<file path="src/rtl/ctd_dispatch_fix_note.sv">
// spare design file: all logic sits in the dispatcher and its fifo

</file>
<file path="src/rtl/ctd_pkg.sv">
// shared constants and carrier types of the compute thread dispatcher
package ctd_pkg;
  localparam int NUM_UNITS = 8;
  localparam int UNIT_THREADS = 7;
  localparam int UNIT_W = 3;
  localparam int LOAD_W = 4;
  localparam int GROUP_SLOTS = 4;
  localparam int TAG_W = 2;
  localparam int THR_W = 6;
  localparam int SIMD_LOG = 4;
  localparam int SIMD = 16;
  localparam int REG_IDX_W = 3;
  localparam int FIFO_DEPTH = 8;
  localparam int SHM_REGION_LOG = 4;

  // register map, byte addresses
  localparam logic [7:0] REG_CTRL = 8'h00;
  localparam logic [7:0] REG_STATUS = 8'h04;
  localparam logic [7:0] REG_GROUPS = 8'h08;
  localparam logic [7:0] REG_LIVE = 8'h0C;
  localparam int CTRL_EN_BIT = 0;
  localparam logic CTRL_EN_RESET = 1'b1;
  localparam logic [1:0] RESP_OKAY = 2'h0;
  localparam logic [1:0] RESP_SLVERR = 2'h2;

  // header register field positions
  localparam int HDR_ADDR_LSB = 32;
  localparam int HDR_MASK_LSB = 16;
  localparam int HDR_TAG_LSB = 12;
  localparam int HDR_BAR_VALID = 11;
  localparam int HDR_BAR_LSB = 8;
  localparam int HDR_SHM_LSB = 0;

  localparam logic [15:0] LANES_ALL = 16'hFFFF;

  typedef struct packed {
    logic [THR_W-1:0] threads;
    logic [SIMD-1:0] last_mask;
    logic bindless;
    logic emit_local;
    logic emit_inline;
    logic barrier_req;
    logic shm_req;
    logic [15:0] indirect_len;
    logic [31:0] indirect_addr;
    logic [31:0] inline_data;
    logic [3:0] log_x;
    logic [3:0] log_y;
  } ctd_walk_t;

  typedef struct packed {
    logic [UNIT_W-1:0] unit;
    logic [REG_IDX_W-1:0] reg_idx;
    logic first;
    logic last;
    logic [63:0] data;
  } ctd_payload_t;

  typedef struct packed {
    logic [UNIT_W-1:0] unit;
    logic [TAG_W-1:0] tag;
  } ctd_eot_t;

  typedef enum logic [1:0] {ST_IDLE, ST_WAIT, ST_SEND} ctd_state_t;
  typedef enum logic [2:0] {W_HDR, W_STK, W_LX, W_LY, W_LZ, W_INL} ctd_word_t;
endpackage : ctd_pkg

</file>
<file path="src/rtl/ctd_dispatch.sv">
// threadgroup dispatcher: resource allocation, thread placement and payload writer
//
// The AXI4-Lite register port and the address map were chosen for this implementation.
`timescale 1ns/1ps
module ctd_dispatch
  import ctd_pkg::*;
(
  // clock and reset
  input wire logic clk,
  input wire logic reset_n,
  // AXI4-Lite register slave
  input wire logic s_axi_awvalid,
  output logic s_axi_awready,
  input wire logic [7:0] s_axi_awaddr,
  input wire logic s_axi_wvalid,
  output logic s_axi_wready,
  input wire logic [31:0] s_axi_wdata,
  input wire logic [3:0] s_axi_wstrb,
  output logic s_axi_bvalid,
  input wire logic s_axi_bready,
  output logic [1:0] s_axi_bresp,
  input wire logic s_axi_arvalid,
  output logic s_axi_arready,
  input wire logic [7:0] s_axi_araddr,
  output logic s_axi_rvalid,
  input wire logic s_axi_rready,
  output logic [31:0] s_axi_rdata,
  output logic [1:0] s_axi_rresp,
  // threadgroup request from the walker
  input wire logic walk_valid,
  output logic walk_ready,
  input wire ctd_walk_t walk,
  // register payload toward the execution units
  output logic pay_valid,
  input wire logic pay_ready,
  output ctd_payload_t pay,
  // end of thread from the execution units
  input wire logic eot_valid,
  input wire ctd_eot_t eot
);
  typedef struct packed {
    ctd_state_t st;
    ctd_walk_t walk;
    logic [THR_W-1:0] thread;
    ctd_word_t word;
    logic [REG_IDX_W-1:0] reg_idx;
    logic [UNIT_W-1:0] unit;
    logic [TAG_W-1:0] slot;
    logic [NUM_UNITS-1:0][LOAD_W-1:0] load;
    logic [GROUP_SLOTS-1:0] slot_busy;
    logic [GROUP_SLOTS-1:0] slot_sending;
    logic [GROUP_SLOTS-1:0][THR_W-1:0] slot_live;
    logic ctrl_en;
    logic [31:0] groups;
    logic [7:0] live_total;
    logic aw_done;
    logic w_done;
    logic [7:0] awaddr;
    logic [31:0] wdata;
    logic [3:0] wstrb;
    logic bvalid;
    logic [1:0] bresp;
    logic rvalid;
    logic [31:0] rdata;
    logic [1:0] rresp;
  } ctd_regs_t;

  ctd_regs_t r;
  ctd_regs_t next_r;

  logic fifo_in_ready;
  ctd_payload_t word_out;
  logic word_push;

  // payload buffer; a stalled unit side stops the word sequencer
  ctd_fifo #(
    .WIDTH($bits(ctd_payload_t)),
    .DEPTH(FIFO_DEPTH)
  ) u_fifo (
    .clk(clk),
    .reset_n(reset_n),
    .in_valid(word_push),
    .in_ready(fifo_in_ready),
    .in_data(word_out),
    .out_valid(pay_valid),
    .out_ready(pay_ready),
    .out_data(pay)
  );

  // word that follows w for the current group's controls
  function automatic ctd_word_t after_word(ctd_word_t w, ctd_walk_t c, output logic done);
    ctd_word_t n;
    done = 1'b0;
    n = W_HDR;
    if (w == W_HDR && c.bindless)
      n = W_STK;
    else if ((w == W_HDR || w == W_STK) && c.emit_local)
      n = W_LX;
    else if (w == W_LX)
      n = W_LY;
    else if (w == W_LY)
      n = W_LZ;
    else if (w != W_INL && c.emit_inline)
      n = W_INL;
    else
      done = 1'b1;
    return n;
  endfunction : after_word

  // least-loaded unit with a free slot, and free capacity
  logic [UNIT_W-1:0] best_unit;
  logic [LOAD_W-1:0] best_load;
  logic [7:0] free_slots;
  logic [TAG_W-1:0] free_group;
  logic group_avail;

  always_comb
  begin
    best_unit = '0;
    best_load = LOAD_W'(UNIT_THREADS);
    free_slots = '0;
    for (int i = 0; i < NUM_UNITS; i++)
    begin
      free_slots = free_slots + 8'(UNIT_THREADS) - 8'(r.load[i]);
      if (r.load[i] < best_load)
      begin
        best_load = r.load[i];
        best_unit = UNIT_W'(i);
      end
    end
    free_group = '0;
    group_avail = 1'b0;
    for (int g = GROUP_SLOTS - 1; g >= 0; g--)
    begin
      if (!r.slot_busy[g])
      begin
        free_group = TAG_W'(g);
        group_avail = 1'b1;
      end
    end
  end

  // per-thread fields
  logic [15:0] lin;
  logic [15:0] loc_x;
  logic [15:0] loc_y;
  logic [15:0] loc_z;
  logic [SIMD-1:0] mask;
  logic last_thread;
  logic [63:0] hdr;

  always_comb
  begin
    lin = 16'(r.thread) << SIMD_LOG;
    loc_x = lin & ~(LANES_ALL << r.walk.log_x);
    loc_y = (lin >> r.walk.log_x) & ~(LANES_ALL << r.walk.log_y);
    loc_z = lin >> (r.walk.log_x + r.walk.log_y);
    last_thread = r.thread == r.walk.threads - 1'b1;
    mask = last_thread ? r.walk.last_mask : LANES_ALL[SIMD-1:0];
    // one layout for every thread; only mask and unit fields vary per thread
    hdr = '0;
    if (r.walk.indirect_len != '0)
      hdr[HDR_ADDR_LSB +: 32] = r.walk.indirect_addr;
    hdr[HDR_MASK_LSB +: SIMD] = mask;
    hdr[HDR_TAG_LSB +: TAG_W] = r.slot;
    hdr[HDR_BAR_VALID] = r.walk.barrier_req;
    hdr[HDR_BAR_LSB +: TAG_W] = r.walk.barrier_req ? r.slot : '0;
    if (r.walk.shm_req)
      hdr[HDR_SHM_LSB +: 8] = 8'(r.slot) << SHM_REGION_LOG;
  end

  always_comb
  begin
    word_out.unit = (r.word == W_HDR) ? best_unit : r.unit;
    word_out.reg_idx = r.reg_idx;
    word_out.first = r.word == W_HDR;
    word_out.last = seq_done;
    unique case (r.word)
      W_HDR: word_out.data = hdr;
      W_STK: word_out.data = 64'({r.slot, r.thread}) << SIMD_LOG;
      W_LX: word_out.data = 64'(loc_x);
      W_LY: word_out.data = 64'(loc_y);
      W_LZ: word_out.data = 64'(loc_z);
      W_INL: word_out.data = 64'(r.walk.inline_data);
      default: word_out.data = hdr;
    endcase
  end

  logic seq_done;
  ctd_word_t seq_next;
  logic can_start;

  always_comb
  begin
    seq_next = after_word(r.word, r.walk, seq_done);
    word_push = r.st == ST_SEND && fifo_in_ready;
    // group slot carries barrier id and memory region; capacity checked for all threads
    can_start = group_avail && r.ctrl_en && free_slots >= 8'(r.walk.threads);
    walk_ready = r.st == ST_IDLE;
  end

  // register access
  logic wr_fire;
  logic [31:0] rd_val;
  logic rd_err;

  always_comb
  begin
    wr_fire = r.aw_done && r.w_done && !r.bvalid;
    rd_err = 1'b0;
    rd_val = '0;
    unique case (s_axi_araddr)
      REG_CTRL: rd_val[CTRL_EN_BIT] = r.ctrl_en;
      REG_STATUS: rd_val = {16'(GROUP_SLOTS), 8'(r.st), 4'h0, r.slot_busy};
      REG_GROUPS: rd_val = r.groups;
      REG_LIVE: rd_val = {24'h0, r.live_total};
      default: rd_err = 1'b1;
    endcase
    s_axi_awready = !r.aw_done && !r.bvalid;
    s_axi_wready = !r.w_done && !r.bvalid;
    s_axi_arready = !r.rvalid;
    s_axi_bvalid = r.bvalid;
    s_axi_bresp = r.bresp;
    s_axi_rvalid = r.rvalid;
    s_axi_rdata = r.rdata;
    s_axi_rresp = r.rresp;
  end

  always_comb
  begin
    next_r = r;
    // bus side
    if (s_axi_awvalid && s_axi_awready)
    begin
      next_r.aw_done = 1'b1;
      next_r.awaddr = s_axi_awaddr;
    end
    if (s_axi_wvalid && s_axi_wready)
    begin
      next_r.w_done = 1'b1;
      next_r.wdata = s_axi_wdata;
      next_r.wstrb = s_axi_wstrb;
    end
    if (wr_fire)
    begin
      next_r.aw_done = 1'b0;
      next_r.w_done = 1'b0;
      next_r.bvalid = 1'b1;
      next_r.bresp = RESP_OKAY;
      if (r.awaddr == REG_CTRL)
      begin
        if (r.wstrb[0])
          next_r.ctrl_en = r.wdata[CTRL_EN_BIT];
      end
      else if (r.awaddr != REG_STATUS && r.awaddr != REG_GROUPS && r.awaddr != REG_LIVE)
        next_r.bresp = RESP_SLVERR;
    end
    if (r.bvalid && s_axi_bready)
      next_r.bvalid = 1'b0;
    if (s_axi_arvalid && s_axi_arready)
    begin
      next_r.rvalid = 1'b1;
      next_r.rdata = rd_val;
      next_r.rresp = rd_err ? RESP_SLVERR : RESP_OKAY;
    end
    if (r.rvalid && s_axi_rready)
      next_r.rvalid = 1'b0;
    // end of thread returns unit slot and group count
    if (eot_valid)
    begin
      next_r.load[eot.unit] = r.load[eot.unit] - 1'b1;
      next_r.slot_live[eot.tag] = r.slot_live[eot.tag] - 1'b1;
      next_r.live_total = r.live_total - 1'b1;
    end

    // dispatch sequencer
    unique case (r.st)
      ST_IDLE:
      begin
        if (walk_valid && walk.threads != '0)
        begin
          next_r.walk = walk;
          next_r.st = ST_WAIT;
        end
      end
      ST_WAIT:
      begin
        if (can_start)
        begin
          // allocation at group start; live count covers all threads
          next_r.slot = free_group;
          next_r.slot_busy[free_group] = 1'b1;
          next_r.slot_sending[free_group] = 1'b1;
          next_r.slot_live[free_group] = next_r.slot_live[free_group] + r.walk.threads;
          next_r.groups = r.groups + 1'b1;
          next_r.thread = '0;
          next_r.word = W_HDR;
          next_r.reg_idx = '0;
          next_r.st = ST_SEND;
        end
      end
      ST_SEND:
      begin
        if (word_push)
        begin
          if (r.word == W_HDR)
          begin
            // placement chosen as the thread starts; capacity was checked at group start, so a unit is free
            next_r.unit = best_unit;
            next_r.load[best_unit] = next_r.load[best_unit] + 1'b1;
            next_r.live_total = next_r.live_total + 1'b1;
          end
          next_r.reg_idx = r.reg_idx + 1'b1;
          next_r.word = seq_next;
          if (seq_done)
          begin
            next_r.word = W_HDR;
            next_r.reg_idx = '0;
            next_r.thread = r.thread + 1'b1;
            if (last_thread)
            begin
              next_r.slot_sending[r.slot] = 1'b0;
              next_r.st = ST_IDLE;
            end
          end
        end
      end
      default: next_r.st = ST_IDLE;
    endcase

    // slot, barrier id and memory region return after the last thread ends
    for (int g = 0; g < GROUP_SLOTS; g++)
    begin
      if (r.slot_busy[g] && !next_r.slot_sending[g] && next_r.slot_live[g] == '0)
        next_r.slot_busy[g] = 1'b0;
    end
  end

  always_ff @(posedge clk or negedge reset_n)
  begin
    if (!reset_n)
    begin
      r <= '0;
      r.st <= ST_IDLE;
      r.word <= W_HDR;
      r.ctrl_en <= CTRL_EN_RESET;
    end
    else
      r <= next_r;
  end
endmodule : ctd_dispatch

</file>
<file path="src/rtl/ctd_fifo.sv">
// parameterised valid/ready fifo
`timescale 1ns/1ps
module ctd_fifo
  import ctd_pkg::*;
#(
  parameter int WIDTH = 8,
  parameter int DEPTH = FIFO_DEPTH
)
(
  // clock and reset
  input wire logic clk,
  input wire logic reset_n,
  // fill side
  input wire logic in_valid,
  output logic in_ready,
  input wire logic [WIDTH-1:0] in_data,
  // drain side
  output logic out_valid,
  input wire logic out_ready,
  output logic [WIDTH-1:0] out_data
);
  localparam int AW = $clog2(DEPTH);
  localparam logic [AW:0] DEPTH_CNT = (AW+1)'(DEPTH);

  logic [WIDTH-1:0] mem [DEPTH];
  logic [AW-1:0] wr_ptr;
  logic [AW-1:0] rd_ptr;
  logic [AW:0] count;
  logic push;
  logic pop;

  assign in_ready = count != DEPTH_CNT;
  assign out_valid = count != '0;
  assign push = in_valid && in_ready;
  assign pop = out_valid && out_ready;
  assign out_data = mem[rd_ptr];

  always_ff @(posedge clk or negedge reset_n)
  begin
    if (!reset_n)
    begin
      wr_ptr <= '0;
      rd_ptr <= '0;
      count <= '0;
    end
    else
    begin
      if (push)
        wr_ptr <= (wr_ptr == AW'(DEPTH - 1)) ? '0 : wr_ptr + 1'b1;
      if (pop)
        rd_ptr <= (rd_ptr == AW'(DEPTH - 1)) ? '0 : rd_ptr + 1'b1;
      count <= count + (AW+1)'(push) - (AW+1)'(pop);
    end
  end

  // storage needs no reset; empty flag guards the output
  always_ff @(posedge clk)
  begin
    if (push)
      mem[wr_ptr] <= in_data;
  end
endmodule : ctd_fifo

</file>
<file path="config.mk">
export PLATFORM = sky130hd
export DESIGN_NAME = ctd_dispatch
export DESIGN_NICKNAME = d
export VERILOG_FILES = /design/src/rtl/ctd_dispatch_fix_note.sv /design/src/rtl/ctd_pkg.sv /design/src/rtl/ctd_dispatch.sv /design/src/rtl/ctd_fifo.sv
export SDC_FILE = /design/constraint.sdc
export NUM_CORES = 1
export LEC_CHECK = 0
export BUFFER_PORTS_ARGS = -buffer_cell sky130_fd_sc_hd__buf_2
export CAP_MARGIN = 20
export CORE_MARGIN = 4
export CORE_UTILIZATION = 35
export DETAILED_ROUTE_END_ITERATION = 8
export GPL_ROUTABILITY_DRIVEN = 0
export HOLD_SLACK_MARGIN = 0.06
export PLACE_DENSITY_LB_ADDON = 0.05
export SYNTH_ARGS = -nofsm -noshare
export SYNTH_HDL_FRONTEND = slang
export SYNTH_HIERARCHICAL = 1
export SYNTH_SLANG_ARGS = --single-unit
</file>
<file path="constraint.sdc">
create_clock -name clk -period 18.7 [get_ports clk]
set_input_delay 1.87 -clock clk [delete_from_list [all_inputs] [get_ports clk]]
set_output_delay 1.87 -clock clk [all_outputs]
set_load 0.005 [all_outputs]
</file>
==> results.md <==
* Synth Warn # at 6
* Final hold vios at 0
* Post-synthesis adder-cell area fraction at 3.53%
* Reg2reg setup slack at 3.98 ns
* Critical path launch point: r[158]
* H-tree depth at 3
* Final cell utilization of the core at 40.6%
* Worst vdd ir at 0.276 mV
* # port buffers at 260
* Die H at 348 µm
* Post-Layout Cell Count at 4584
* Top_reg_cell synth: edfxtp_1
* Tot GR Track Use at 18.0%
* Asr flop ratio synth at 34.0%
* Chip Width at 348 µm
* CTS clk-pin slew, worst paths at 0.06 ns
* F_max at 67.9 MHz
* Iter 0 DRT Violations at 1431
* Largest net degree at the start of global routing at 157
* Post-synth cell types at 99
* Maxcap violations at 0
* Resize count post-CTS at 0
* CTS root buffer: clkbuf_16
* DRT Pass-1 Iters at 5
* Final setup fails at 0
* R2R depth at 57
* Reg-to-Reg Start: r[158]
* Register Area at 0.0247 mm²
* Post-Synth XOR/XNOR Area at 1.58%
* Crit start category: register
* Initial antenna violation count at 12
* Post-synthesis sequential area ratio at 61.1%
* Number of flops mapped to enable cells by yosys at 576
* Die ar. at 0.121 mm²
* First-pass GRT wire length at 165000 µm
* Status: finished, final reports clean
* Most frequent cell on the critical path: ha_1
* Crit-path max cell delay at 0.80 ns
* RSZ-0062 raised after global routing: no
* Hold path depth at 1
* Worst Hold Class: reg -> reg
* Drt drc at 0
* Multi-input gate area at 0.0145 mm²
* I/O pin count at 297
* Largest family of logic cells by synthesized area: multiplexers
* Pins Over Slew Limit at 0
* Vias per inst at 5.27
* Initial Util at 35.3%
* Total grt overflow at 0
* Fill count at 10677
* Slew HR at 29.9%
* CTS tree: done
* Vias in the first global route at 25772
* Hold Startpoint: r[123]
* Top Usage Layer GRT: met2
* PnR worst setup slack at 3.98 ns
* Post-CTS Hold Buffers at 0
* Min Tclk post-route at 14.72 ns
* Cells after synthesis at 2747
* Share of cells above drive strength 1 at 30.2%
* PwrDens at 203 mW/mm²
* Critical Path Slowest Stage Cell: a21oi_1
* Seq cells post-synth at 873
* CTS Sinks at 873
* Per-cell routed wire length at 23.9 µm
* Worst setup EP type: register
* Synth Area in Simple Gates at 6.96%
* Clock Skew at 0.0202 ns
* Worst skew pair latency at 0.68 ns
* Routing usage on met3 at 3.39%
* Area Growth Syn to Fin at 14.9%
* Mux contribution to synthesized area at 16.8%
* Worst Path Required at 19.27 ns
* Hold EP: r[123]
* Placement Setup Slack at 4.17 ns
* M2 GR Usage at 30.5%
* FF-to-FF End: r[175]
* DPL Wire Length at 70100 µm
* Total power at 0.00942 W
* Post-Syn Area at 0.0405 mm²
* DRT Wirelength at 109000 µm
* Final net count at 3260
* Static Leakage at 17.5 nW
* Via count at 24161
* Post-route ant nets at 0
* Grt met1 use at 24.0%
* Compound-Gate Fraction of Synth Area at 6.72%
* Worst-Margin Slew at 1.05 ns
* WP data arrival at 15.29 ns
* Cell Rows at 124
* Post-CTS Setup Bufs at 0
* Num CTS Buffers at 100
* WS Path Type: reg -> reg
* Inst Count DP at 4388
* Fin Setup TNS at 0 ns
* Avg Inst Size Synth at 14.7 µm²
* Final period util at 78.7%
* Core area at 0.115 mm²
* Bufs on Longest Clock Path at 3
* CP max FO at 22
[flip-flops by register name (all words and copies together), names as in the netlist]
name	flops
u_fifo/rd_ptr	3
u_fifo/wr_ptr	3
s_axi_rvalid	1
s_axi_bvalid	1
s_axi_rdata	32
hdr	3
s_axi_rresp	1
s_axi_bresp	1
r	242
lin	6
u_fifo/mem	576
u_fifo/count	4
[power by group]
group	leakage [nW]	internal [W]	switching [W]
registers	9.00	0.00242	0.000298
logic	6.84	0.00194	0.00278
clock network	1.66	0.00117	0.000813
total	17.5	0.00553	0.00389
[cell type report]
type,instances,area share [%]
timing repair buffer,295,3.41
sequential,873,53.2
clock buffer,125,5.85
multi-input combinational,1606,31.2
clock inverter,64,1.38
inverter,104,0.840
antenna,5,0.0269
tap,1512,4.07
[critical path, delay by kind of cell, from the launching register on]
kind	cells	cell delay, ns
and+or+nand+nor	21	4.11
adders and majority gates	7	1.94
AOI/OAI and AO/OA	23	5.97
muxes	3	1.07
buffers and inverters	2	0.14
DFF	1	0.56
xor gates and xnor gates	1	0.74
[routing by layer]
| metal | vias up | wire length [µm] |
|---|---|---|
| li1 | 10913 | - |
| met1 | 12560 | 48300 |
| met2 | 535 | 53700 |
| met3 | 149 | 5300 |
| met4 | 4 | 2140 |
| met5 | - | 23 |
[synth_stat cells, types with 7 or more instances]
library cell	instances	area, µm²
o21ai_0	115	576
edfxtp_1	576	17300
inv_1	102	383
a211oi_1	8	60.1
o311a_1	7	70.1
a21o_1	18	135
mux2i_1	44	440
nand3_1	55	275
nor2b_1	17	106
clkbuf_1	77	289
a31oi_1	14	87.6
buf_6	18	203
nand4_1	17	106
o22ai_1	15	93.8
nor4_1	15	93.8
mux4_2	159	3580
buf_1	16	60.1
and2_1	12	75.1
buf_4	41	308
fa_1	27	541
xnor2_1	46	403
a211o_1	8	70.1
ha_1	71	888
xor2_1	27	236
nand2b_1	15	93.8
and3_1	46	288
nor2_1	135	507
o221ai_1	8	70.1
a21oi_1	73	365
a22oi_1	8	60.1
a22o_1	26	228
nand2_1	202	758
nor3b_1	8	60.1
or2_2	10	62.6
o31ai_1	14	105
nor3_1	31	155
dfrtp_1	296	7410
mux2_2	244	2750
buf_2	13	65.1
[cells by family after synthesis]
family                     after synthesis
DFF                                    873
and+or+nand+nor                        591
muxes                                  448
AOI/OAI and AO/OA                      392
buffers and inverters                  270
adders and majority gates               98
xor gates and xnor gates                73
other                                    2
[metrics by stage]
| step | hold slack [ns] | instance area, µm² |
|---|---|---|
| 6_report | 0.477 | 46500 |
| 5_1_grt | 0.491 | 46500 |
| 4_1_cts | 0.478 | 46400 |
| 3_5_place_dp | 0.466 | 43100 |
| 3_3_place_gp | 0.463 | 43100 |
| 2_1_floorplan | 0.446 | 40500 |
[layout by cell type, fill, tap and decap left out, types with 18 or more instances in the layout]
cell / Yosys / layout
edfxtp_1: 576 / 576
dfrtp_1: 296 / 293
buf_2: 13 / 259
mux2_2: 244 / 244
nand2_1: 202 / 201
mux4_2: 159 / 159
nor2_1: 135 / 130
o21ai_0: 115 / 115
inv_1: 102 / 102
clkbuf_16: 0 / 100
a21oi_1: 73 / 73
ha_1: 71 / 71
nand3_1: 55 / 55
xnor2_1: 46 / 46
and3_1: 46 / 46
mux2i_1: 44 / 44
buf_4: 41 / 32
xor2_1: 27 / 27
fa_1: 27 / 27
nor3_1: 31 / 26
a22o_1: 26 / 26
clkinv_2: 0 / 25
clkinv_1: 2 / 19
a21o_1: 18 / 18
[how the worst max path moves through the flow]
stage,endpoint,slack [ns],depth (start not counted)
after floorplan,r[175],7.31,61
after global placement,r[175],4.23,58
after detailed placement,r[187],4.17,57
after CTS,r[171],4.12,57
after global routing,r[171],2.82,57
final,r[175],3.98,57
Power figures use the tool's default switching activity.
